<file path="config.mk">
export PLATFORM = sky130hd
export DESIGN_NAME = eep_device_flat
export DESIGN_NICKNAME = d
export VERILOG_FILES = /design/src/design/eep_pkg.sv /design/src/design/eep_if.sv /design/src/design/eep_device.sv /design/src/flat_wrapper.sv
export VERILOG_INCLUDE_DIRS = /design/src /design/src/design
export SDC_FILE = /design/constraint.sdc
export NUM_CORES = 2
export LEC_CHECK = 0
export BUFFER_PORTS_ARGS = -buffer_cell sky130_fd_sc_hd__buf_2
export CELL_PAD_IN_SITES_DETAIL_PLACEMENT = 1
export CELL_PAD_IN_SITES_GLOBAL_PLACEMENT = 2
export CORE_AREA = 2 2 499 402
export CTS_CLUSTER_DIAMETER = 200
export DETAILED_ROUTE_END_ITERATION = 6
export DIE_AREA = 0 0 501 404
export HOLD_SLACK_MARGIN = 0.1
export PLACE_DENSITY_LB_ADDON = 0.1
export SLEW_MARGIN = 10
export SYNTH_ARGS = -nofsm -noshare
export SYNTH_HDL_FRONTEND = slang
export SYNTH_SLANG_ARGS = --single-unit
</file>
<file path="constraint.sdc">
create_clock -name mclk -period 8.6 [get_ports mclk]
set_clock_uncertainty 0.1 [all_clocks]
set_input_delay 1.72 -clock mclk [delete_from_list [all_inputs] [get_ports mclk]]
set_output_delay 1.72 -clock mclk [all_outputs]
set_load 0.1 [all_outputs]
</file>
<file path="src/design/eep_params.svh">
// timing counts, opcode codes and field sizes of the serial eeprom command port
`ifndef EEP_PARAMS_SVH
`define EEP_PARAMS_SVH
`define EEP_CLK_NS        40
`define EEP_LK_HALF_NS    1000
`define EEP_CS_MIN_NS     1000
`define EEP_SV_NS         1000
`define EEP_PROG_MS       10
`define EEP_LK_HALF_CYC   ((`EEP_LK_HALF_NS + `EEP_CLK_NS - 1) / `EEP_CLK_NS)
`define EEP_CS_MIN_CYC    ((`EEP_CS_MIN_NS + `EEP_CLK_NS - 1) / `EEP_CLK_NS)
`define EEP_SV_CYC        ((`EEP_SV_NS + `EEP_CLK_NS - 1) / `EEP_CLK_NS)
`define EEP_PROG_CYC      ((`EEP_PROG_MS * 1000000 + `EEP_CLK_NS - 1) / `EEP_CLK_NS)
`define EEP_OPC_READ      2'h2
`define EEP_OPC_WRITE     2'h1
`define EEP_OPC_ERASE     2'h3
`define EEP_OPC_EXT       2'h0
`define EEP_EXT_EN        2'h3
`define EEP_EXT_DIS       2'h0
`define EEP_EXT_EALL      2'h2
`define EEP_EXT_WALL      2'h1
`define EEP_WORD_BITS     5'h10
`define EEP_BYTE_BITS     5'h08
`define EEP_ERASED_BYTE   8'hFF
`endif

</file>
<file path="src/design/eep_pkg.sv">
// types shared by both ends of the serial eeprom link
`default_nettype none
package eep_pkg;
    typedef enum logic [2:0] {
        OP_READ  = 3'h0,
        OP_WRITE = 3'h1,
        OP_ERASE = 3'h2,
        OP_EN    = 3'h3,
        OP_DIS   = 3'h4,
        OP_EALL  = 3'h5,
        OP_WALL  = 3'h6,
        OP_NONE  = 3'h7
    } eep_op_e;
    typedef enum logic [4:0] {
        D_IDLE = 5'h01,
        D_CMD  = 5'h02,
        D_DATA = 5'h04,
        D_READ = 5'h08,
        D_WAIT = 5'h10
    } eep_dst_e;
    typedef enum logic [6:0] {
        H_IDLE  = 7'h01,
        H_SHIFT = 7'h02,
        H_READ  = 7'h04,
        H_DESEL = 7'h08,
        H_POLL  = 7'h10,
        H_DISM  = 7'h20,
        H_END   = 7'h40
    } eep_hst_e;
endpackage : eep_pkg
`default_nettype wire

</file>
<file path="src/design/eep_if.sv">
// pin-level link between the host controller and the eeprom
`default_nettype none
interface eep_if;
    logic cs;
    logic serial_clock_in;
    logic serial_in;
    logic so_o;
    logic so_oe;
    logic so;
    logic organization_select;
    logic program_enable_in;
    // weak pull-up on the released output line
    assign so = so_oe ? so_o : 1'b1;
    modport dev  (input cs, serial_clock_in, serial_in, organization_select, program_enable_in,
                  output so_o, so_oe);
    modport host (output cs, serial_clock_in, serial_in, organization_select, program_enable_in,
                  input so);
endinterface : eep_if
`default_nettype wire

</file>
<file path="src/design/eep_device.sv">
// eeprom end: instruction decoder, array, write-enable latch, busy timer and output control
// Function
// - seven instructions, length set by density, organization
// - sample serial input on serial clock rise
// - output released except read data, status
// - selected after programming, output low busy, high ready
// - a one bit releases status on clock fall
// - start bit, opcode, address, then write data
// - modifying commands need program enable high
// - read sends dummy zero then word msb first
// - read bits change on serial clock rise
// - sequential read increments address, wraps to zero
// - dummy zero only before first word
// - chip select fall starts write store cycle
// - self-timed cycle needs no serial clock
// - write clears location before storing, no erase
// - erase sets the addressed location to ones
// - power-up disables programming until enable command
// - enable latch holds until disable or power loss
// - disable blocks modifying, reads always work
// - erase-all sets whole array to ones
// - write-all stores pattern in every location
// - opcode and extended code encodings
// - host drives unused address bit to defined level
`include "eep_params.svh"
`default_nettype none
module eep_device
    import eep_pkg::*;
#(
    parameter int ADDR_W      = 6,
    parameter bit SEQ_READ    = 1'b1,
    parameter bit HAS_PG      = 1'b1,
    parameter int PROG_CYCLES = `EEP_PROG_CYC
) (
    input  wire logic mclk,
    input  wire logic nrst,
    eep_if.dev        link,
    output logic      busy,
    output logic      write_enabled
);
    localparam int AW1 = ADDR_W + 1;
    localparam int NB  = 2 ** AW1;

    logic [7:0]       mem [NB];
    eep_dst_e         st_reg;
    eep_op_e          op_reg;
    logic             lk_q;
    logic             cs_q;
    logic [4:0]       cnt_reg;
    logic [AW1+1:0]   sr_reg;
    logic [15:0]      data_reg;
    logic [AW1-1:0]   addr_reg;
    logic [15:0]      out_reg;
    logic [4:0]       rd_cnt;
    logic             rd_oe;
    logic             rd_bit;
    logic             wel_reg;
    logic [31:0]      busy_cnt;
    logic             stat_arm;
    logic             stat_on;
    logic             hz_pend;
    logic             lk_rise;
    logic             lk_fall;
    logic             cs_fall;
    logic             cs_rise;
    logic             wrd;
    logic [15:0]      nxt_word;
    logic [4:0]       abits;
    logic [4:0]       dbits;
    logic [AW1+1:0]   full;
    logic [AW1+1:0]   hi;
    logic [1:0]       opc;
    logic [1:0]       ext;
    logic [AW1-1:0]   cmd_addr;
    logic [AW1-1:0]   next_addr;
    logic             prog_op;
    logic             prog_go;

    function automatic logic [15:0] rd_word(input logic [AW1-1:0] a, input logic w);
        logic [AW1-1:0] b;
        b = {a[AW1-2:0], 1'b0};
        if (w) begin
            rd_word = {mem[b | AW1'(1)], mem[b]};
        end else begin
            rd_word = {mem[a], 8'h00};
        end
    endfunction : rd_word

    assign wrd      = link.organization_select;
    assign abits    = wrd ? 5'(ADDR_W) : 5'(AW1);
    assign dbits    = wrd ? `EEP_WORD_BITS : `EEP_BYTE_BITS;
    assign lk_rise  = link.serial_clock_in & ~lk_q;
    assign lk_fall  = ~link.serial_clock_in & lk_q;
    assign cs_fall  = cs_q & ~link.cs;
    assign cs_rise  = link.cs & ~cs_q;
    assign full     = {sr_reg[AW1:0], link.serial_in};
    assign hi       = full >> abits;
    assign opc      = hi[1:0];
    assign ext      = 2'(full >> (abits - 5'h02));
    assign cmd_addr = wrd ? (full[AW1-1:0] & AW1'((1 << ADDR_W) - 1)) : full[AW1-1:0];
    assign next_addr = wrd ? ((addr_reg + AW1'(1)) & AW1'((1 << ADDR_W) - 1)) : addr_reg + AW1'(1);
    assign nxt_word = rd_word(next_addr, wrd);
    assign prog_op  = (op_reg == OP_WRITE) || (op_reg == OP_ERASE) || (op_reg == OP_EALL) || (op_reg == OP_WALL);
    // a finished programming command survives the deselect that launches it
    assign prog_go  = (st_reg == D_WAIT) && cs_fall && prog_op && wel_reg
                      && (link.program_enable_in || !HAS_PG);
    assign busy          = (busy_cnt != 32'h0);
    assign write_enabled = wel_reg;
    assign link.so_oe    = rd_oe | stat_on;
    assign link.so_o     = rd_oe ? rd_bit : ~busy;

    ////////////////////////////////////////////////////////////////////////////////
    always_ff @(posedge mclk or negedge nrst) begin
        if (!nrst) begin
            lk_q <= 1'b0;
            cs_q <= 1'b0;
        end else begin
            lk_q <= link.serial_clock_in;
            cs_q <= link.cs;
        end
    end

    ////////////////////////////////////////////////////////////////////////////////
    always_ff @(posedge mclk or negedge nrst) begin
        if (!nrst) begin
            st_reg   <= D_IDLE;
            op_reg   <= OP_NONE;
            cnt_reg  <= 5'h00;
            sr_reg   <= '0;
            data_reg <= 16'h0000;
            addr_reg <= '0;
            out_reg  <= 16'h0000;
            rd_cnt   <= 5'h00;
            rd_oe    <= 1'b0;
            rd_bit   <= 1'b0;
            wel_reg  <= 1'b0;
        end else if (!link.cs) begin
            st_reg <= D_IDLE;
            op_reg <= OP_NONE;
            rd_oe  <= 1'b0;
        end else if (lk_rise) begin
            case (st_reg)
                D_IDLE: begin
                    // the status-dismiss one also counts as a start bit when ready
                    if (link.serial_in && !busy) begin
                        st_reg  <= D_CMD;
                        cnt_reg <= 5'h00;
                        sr_reg  <= '0;
                    end
                end
                D_CMD: begin
                    sr_reg  <= full;
                    cnt_reg <= cnt_reg + 5'h01;
                    if (cnt_reg == abits + 5'h01) begin
                        addr_reg <= cmd_addr;
                        cnt_reg  <= 5'h00;
                        st_reg   <= D_WAIT;
                        op_reg   <= OP_NONE;
                        case (opc)
                            `EEP_OPC_READ: begin
                                out_reg <= rd_word(cmd_addr, wrd);
                                rd_cnt  <= dbits;
                                rd_bit  <= 1'b0;
                                rd_oe   <= 1'b1;
                                st_reg  <= D_READ;
                            end
                            `EEP_OPC_WRITE: begin
                                op_reg <= OP_WRITE;
                                st_reg <= D_DATA;
                            end
                            `EEP_OPC_ERASE: op_reg <= OP_ERASE;
                            default: begin
                                case (ext)
                                    `EEP_EXT_EN:   wel_reg <= 1'b1;
                                    `EEP_EXT_DIS:  wel_reg <= 1'b0;
                                    `EEP_EXT_EALL: op_reg  <= OP_EALL;
                                    default: begin
                                        op_reg <= OP_WALL;
                                        st_reg <= D_DATA;
                                    end
                                endcase
                            end
                        endcase
                    end
                end
                D_DATA: begin
                    data_reg <= {data_reg[14:0], link.serial_in};
                    cnt_reg  <= cnt_reg + 5'h01;
                    if (cnt_reg == dbits - 5'h01) begin
                        st_reg <= D_WAIT;
                    end
                end
                D_READ: begin
                    if (rd_cnt != 5'h00) begin
                        rd_bit  <= out_reg[15];
                        out_reg <= {out_reg[14:0], 1'b0};
                        rd_cnt  <= rd_cnt - 5'h01;
                    end else if (SEQ_READ) begin
                        addr_reg <= next_addr;
                        rd_bit   <= nxt_word[15];
                        out_reg  <= {nxt_word[14:0], 1'b0};
                        rd_cnt   <= dbits - 5'h01;
                    end else begin
                        rd_oe  <= 1'b0;
                        st_reg <= D_WAIT;
                    end
                end
                D_WAIT: st_reg <= D_WAIT;
                default: st_reg <= D_IDLE;
            endcase
        end
    end

    ////////////////////////////////////////////////////////////////////////////////
    // the addressed location, or the whole array for erase-all and write-all, is written in one cycle; the busy timer then models the cell time
    always_ff @(posedge mclk) begin
        if (prog_go) begin
            for (int i = 0; i < NB; i++) begin
                if (op_reg == OP_EALL) begin
                    mem[i] <= `EEP_ERASED_BYTE;
                end else if (op_reg == OP_WALL) begin
                    mem[i] <= (wrd && i[0]) ? data_reg[15:8] : data_reg[7:0];
                end else if (op_reg == OP_ERASE && (wrd ? (AW1'(i) >> 1) == addr_reg : AW1'(i) == addr_reg)) begin
                    mem[i] <= `EEP_ERASED_BYTE;
                end else if (op_reg == OP_WRITE && (wrd ? (AW1'(i) >> 1) == addr_reg : AW1'(i) == addr_reg)) begin
                    mem[i] <= (wrd && i[0]) ? data_reg[15:8] : data_reg[7:0];
                end
            end
        end
    end

    ////////////////////////////////////////////////////////////////////////////////
    always_ff @(posedge mclk or negedge nrst) begin
        if (!nrst) begin
            busy_cnt <= 32'h0;
        end else if (prog_go) begin
            busy_cnt <= 32'(PROG_CYCLES);
        end else if (busy) begin
            busy_cnt <= busy_cnt - 32'h1;
        end
    end

    ////////////////////////////////////////////////////////////////////////////////
    always_ff @(posedge mclk or negedge nrst) begin
        if (!nrst) begin
            stat_arm <= 1'b0;
            stat_on  <= 1'b0;
            hz_pend  <= 1'b0;
        end else if (prog_go) begin
            stat_arm <= 1'b1;
        end else if (!link.cs) begin
            stat_on <= 1'b0;
            hz_pend <= 1'b0;
        end else if (cs_rise && stat_arm) begin
            stat_on <= 1'b1;
        end else if (stat_on && lk_rise && link.serial_in) begin
            hz_pend <= 1'b1;
        end else if (hz_pend && lk_fall) begin
            stat_on  <= 1'b0;
            stat_arm <= 1'b0;
            hz_pend  <= 1'b0;
        end
    end
endmodule : eep_device
`default_nettype wire

</file>
<file path="src/flat_wrapper.sv">
// flat-port wrapper written by rule: the top's interface ports become plain ports
module eep_device_flat import eep_pkg::*;
#(
    parameter int ADDR_W      = 6,
    parameter bit SEQ_READ    = 1'b1,
    parameter bit HAS_PG      = 1'b1,
    parameter int PROG_CYCLES = `EEP_PROG_CYC
)
  (mclk, nrst, busy, write_enabled, link_cs, link_serial_clock_in, link_serial_in, link_organization_select, link_program_enable_in, link_so_o, link_so_oe);
  eep_if link_i ();
  input  wire logic mclk;
  input  wire logic nrst;
  output logic busy;
  output logic write_enabled;
  input wire logic [$bits(link_i.cs)-1:0] link_cs;
  input wire logic [$bits(link_i.serial_clock_in)-1:0] link_serial_clock_in;
  input wire logic [$bits(link_i.serial_in)-1:0] link_serial_in;
  input wire logic [$bits(link_i.organization_select)-1:0] link_organization_select;
  input wire logic [$bits(link_i.program_enable_in)-1:0] link_program_enable_in;
  output wire logic [$bits(link_i.so_o)-1:0] link_so_o;
  output wire logic [$bits(link_i.so_oe)-1:0] link_so_oe;
  assign link_i.cs = link_cs;
  assign link_i.serial_clock_in = link_serial_clock_in;
  assign link_i.serial_in = link_serial_in;
  assign link_i.organization_select = link_organization_select;
  assign link_i.program_enable_in = link_program_enable_in;
  assign link_so_o = link_i.so_o;
  assign link_so_oe = link_i.so_oe;
  eep_device #(.ADDR_W(ADDR_W), .SEQ_READ(SEQ_READ), .HAS_PG(HAS_PG), .PROG_CYCLES(PROG_CYCLES)) u_core (.mclk(mclk), .nrst(nrst), .link(link_i), .busy(busy), .write_enabled(write_enabled));
endmodule
</file>
==> summary.md <==
| Metric | Value |
|---|---|
| Most used DFF post-synth | edfxtp_1 |
| Die Wd | 501 µm |
| Maximum VDD drop | 153 µV |
| Largest family of logic cells by synthesized area | multiplexers |
| Combinational power share | 2.0% |
| Max reg flops | 1024 |
| Core region area | 197000 µm² |
| Post-route design area | 86300 µm² |
| Routing usage on met2 | 51.2% |
| Port buffer count | 10 |
| Hold bufs inserted after CTS | 0 |
| Die height | 404 µm |
| Register area share after synthesis | 42.6% |
| Avg Synthesized Cell Area | 13.8 µm² |
| Initial Util | 39.8% |
| Setup CP Type | register to output port |
| Crit end category | output port |
| Slew Limit Fails | 2 |
| Io pins | 11 |
| Final worst-path cycle share | 66.4% |
| Final ANT Viol Nets | 0 |
| Post-CTS sizing | 0 |
| Initial antenna violation count | 38 |
| Data arrival, critical path | 3890 ps |
| CTS max path bufs | 3 |
| H-tree Lvls | 4 |
| Wirelength per Cell | 45.3 µm |
| Required time worst endpoint | 6780 ps |
| Largest net degree at the start of global routing | 133 |
| Nets@finish | 5513 |
| Max Fanout on Critical Path | 9 |
| CTS tree | built |
| Final HPWL DP | 265000 µm |
| Max cap viols | 1 |
| Switching power | 2.91 mW |
| Number of synthesized flops with an enable pin | 1024 |
| Worst slew pin tran | 1540 ps |
| Syn_nets | 5688 |
| Max-slew headroom | -3.96% |
| Grt ovf | 0 |
| M1 GR Usage | 51.7% |
| Post-synthesis mux area share | 36.3% |
| Register bit count reported by yosys | 1129 |
| Clk Tree Root Cell | clkbuf_16 |
| Grt peak-use layer | met1 |
| Ys async rst share | 9.30% |
| Routed wire length | 372000 µm |
| Sw Share | 23.4% |
| Total global-route track usage | 36.6% |
| Via count | 59331 |
| Status | finished with violations |
| Grt met3 use | 12.4% |
| Vias in the first global route | 56469 |
| Area Growth Syn to Fin | 10.0% |
| Setup violators final | 0 |
| Yosys Warn Count | 0 |
| Post-Synth Simple-Gate Area | 11.8% |
| Worst-Skew Late Latency | 830 ps |
| Fin. Hold Viols | 0 |
| Worst hold-check path type | register to register |
| PD cells | 144 nW/µm² |
| Unrepaired setup endpoints after global routing | no |
| Biggest register | u_core.mem |
| Tmin final | 5710 ps |
| Drt drc | 3 |
| Syn Inst Count | 5665 |
| Clock sink total | 1129 |
| Clock transition at path regs | 60 ps |
| Post-CTS setup buffer count | 0 |
| Power share of the clock group | 50.5% |
| Vias per cell | 7.23 |
| Sequential power share | 47.4% |
| Drt first pass iters | 7 |
| Setup_tns | 0 ps |
| XOR/XNOR Fraction of Synth Area | 0.402% |
| Routability cong. | 1.00 |
| Finished Layout Cells | 8207 |
| FILL cells | 19555 |
| Die area | 202000 µm² |
| Biggest regs | u_core.mem x1024, u_core.busy_cnt x32 |
| Int Pwr | 9.54 mW |
| Peak Freq | 175 MHz |
| Synth unique cells | 72 |
| Startpoint types | register |
| Placed Cells | 7940 |
| Placed cell areas | 81500 µm² |
| Global-route wire length before repair | 506000 µm |
| Post-synthesis adder-cell area fraction | 0.255% |
| Cts bufs inserted | 138 |
| Leak Pwr | 29.0 nW |
| Complex-gate fraction of the synthesized area | 5.23% |
| Fraction of layout cells with a size suffix above 1 | 41.6% |
| Std cell rows | 146 |
| Synth Cell Area | 78400 µm² |
| Failing checks | design-rule violations, max-capacitance violations, max-slew violations |
| Drt initial violations | 9771 |
[worst max-delay path, cell delays in order (launching register included)]
cell and delay [ps]:
dfrtp_1 380, or4_1 600, nor3_1 440, nand4_1 730
o21ai_0 420, buf_2 480
[cell families (layout without fill, tap and decap cells)]
group / after synthesis / after routing
DFF: 1129 / 1129
buffers and inverters: 588 / 524
and+or+nand+nor: 1971 / 1971
xor gates and xnor gates: 36 / 36
muxes: 1310 / 1310
other: 0 / 16
AOI/OAI and AO/OA: 615 / 615
adders and majority gates: 16 / 16
[synthesized netlist by cell type, types with 25 or more instances]
cell type,n,area [µm²]
mux4_2,1226,27600
edfxtp_1,1024,30700
nand2_1,769,2890
or2_2,505,3160
nor2_1,413,1550
clkbuf_1,280,1050
a21oi_1,193,966
o21ai_0,191,956
buf_2,188,941
nor3_1,103,515
dfrtp_1,101,2530
mux2i_1,60,601
buf_4,49,368
o21ai_4,49,797
buf_1,41,154
nand3_1,41,205
nand2b_1,28,175
or3_1,27,169
o22ai_1,25,156
[layer usage]
layer  part of all wire, %  vias up
li1                      -    22184
met1                    40    32266
met2                    42     4177
met3                    12      672
met4                   5.3       32
met5                 0.054        -
[path summary, 6_finish.rpt]
path | from | to | slack [ps] | cells after the start
hold / removal | u_core.out_reg[1] | u_core.out_reg[1] | 400 | 2
min in group asynchronous | nrst | u_core.busy_cnt[26] | 860 | 1
hold reg to reg | u_core.out_reg[1] | u_core.out_reg[1] | 400 | 2
max in group asynchronous | nrst | u_core.out_reg[13] | 6230 | 2
setup reg to reg | u_core.addr_reg[0] | u_core.out_reg[14] | 3110 | 11
setup / recovery | u_core.busy_cnt[17] | link_so_o | 2890 | 5
[cells in the final DEF (no fill, tap or decap), types with 15 or more instances in the layout]
cell and count:
buf_4 225, clkbuf_16 138, inv_1 17, clkinv_1 24, o311ai_0 16, or2_2 505, mux2_2 24, o22ai_1 25
nand3_1 40, xor2_1 15, o21ai_1 37, nor3_1 100, clkinv_2 17, mux2i_1 51, nand2_1 767, ha_1 15
dfrtp_1 87, and2_1 15, or3_1 25, o21ai_4 49, diode_2 16, nor2_1 411, mux4_2 1226, buf_12 21
xnor2_1 15, clkbuf_1 20, nand2b_1 28, o21ai_0 168, edfxtp_1 1024, a21oi_1 188, bufinv_16 16
[power groups by stage]
stage / combinational, mW / clock [mW] / sequential, mW
after floorplan: 0.195 / 0 / 6.02
after global placement: 0.252 / 0 / 6.02
after detailed placement: 0.254 / 0 / 6.02
after CTS: 0.254 / 6.36 / 5.91
after global routing: 0.267 / 6.54 / 5.91
final: 0.250 / 6.30 / 5.91
[layout make-up]
class | count | area (µm²) | area share, %
multi-input cells | 3948 | 42600 | 49.4
inverters | 19 | 78.8 | 0.0913
well taps | 2590 | 3240 | 3.75
diodes | 16 | 40.0 | 0.0464
flip-flops and latches | 1129 | 33400 | 38.7
clock inverters | 88 | 1150 | 1.33
clock buffers | 163 | 3600 | 4.17
repair buffers | 254 | 2160 | 2.50
[metrics by stage]
step,utilization (%),worst slack (ps),total power [mW],hold slack (ps)
6_report,43.8,2890,12.5,396
3_3_place_gp,41.4,2790,6.28,376
4_1_cts,43.8,2860,12.5,398
2_1_floorplan,-,3010,6.21,359
3_5_place_dp,41.4,2710,6.28,382
5_1_grt,43.8,2540,12.7,428
Power figures use the tool's default switching activity.
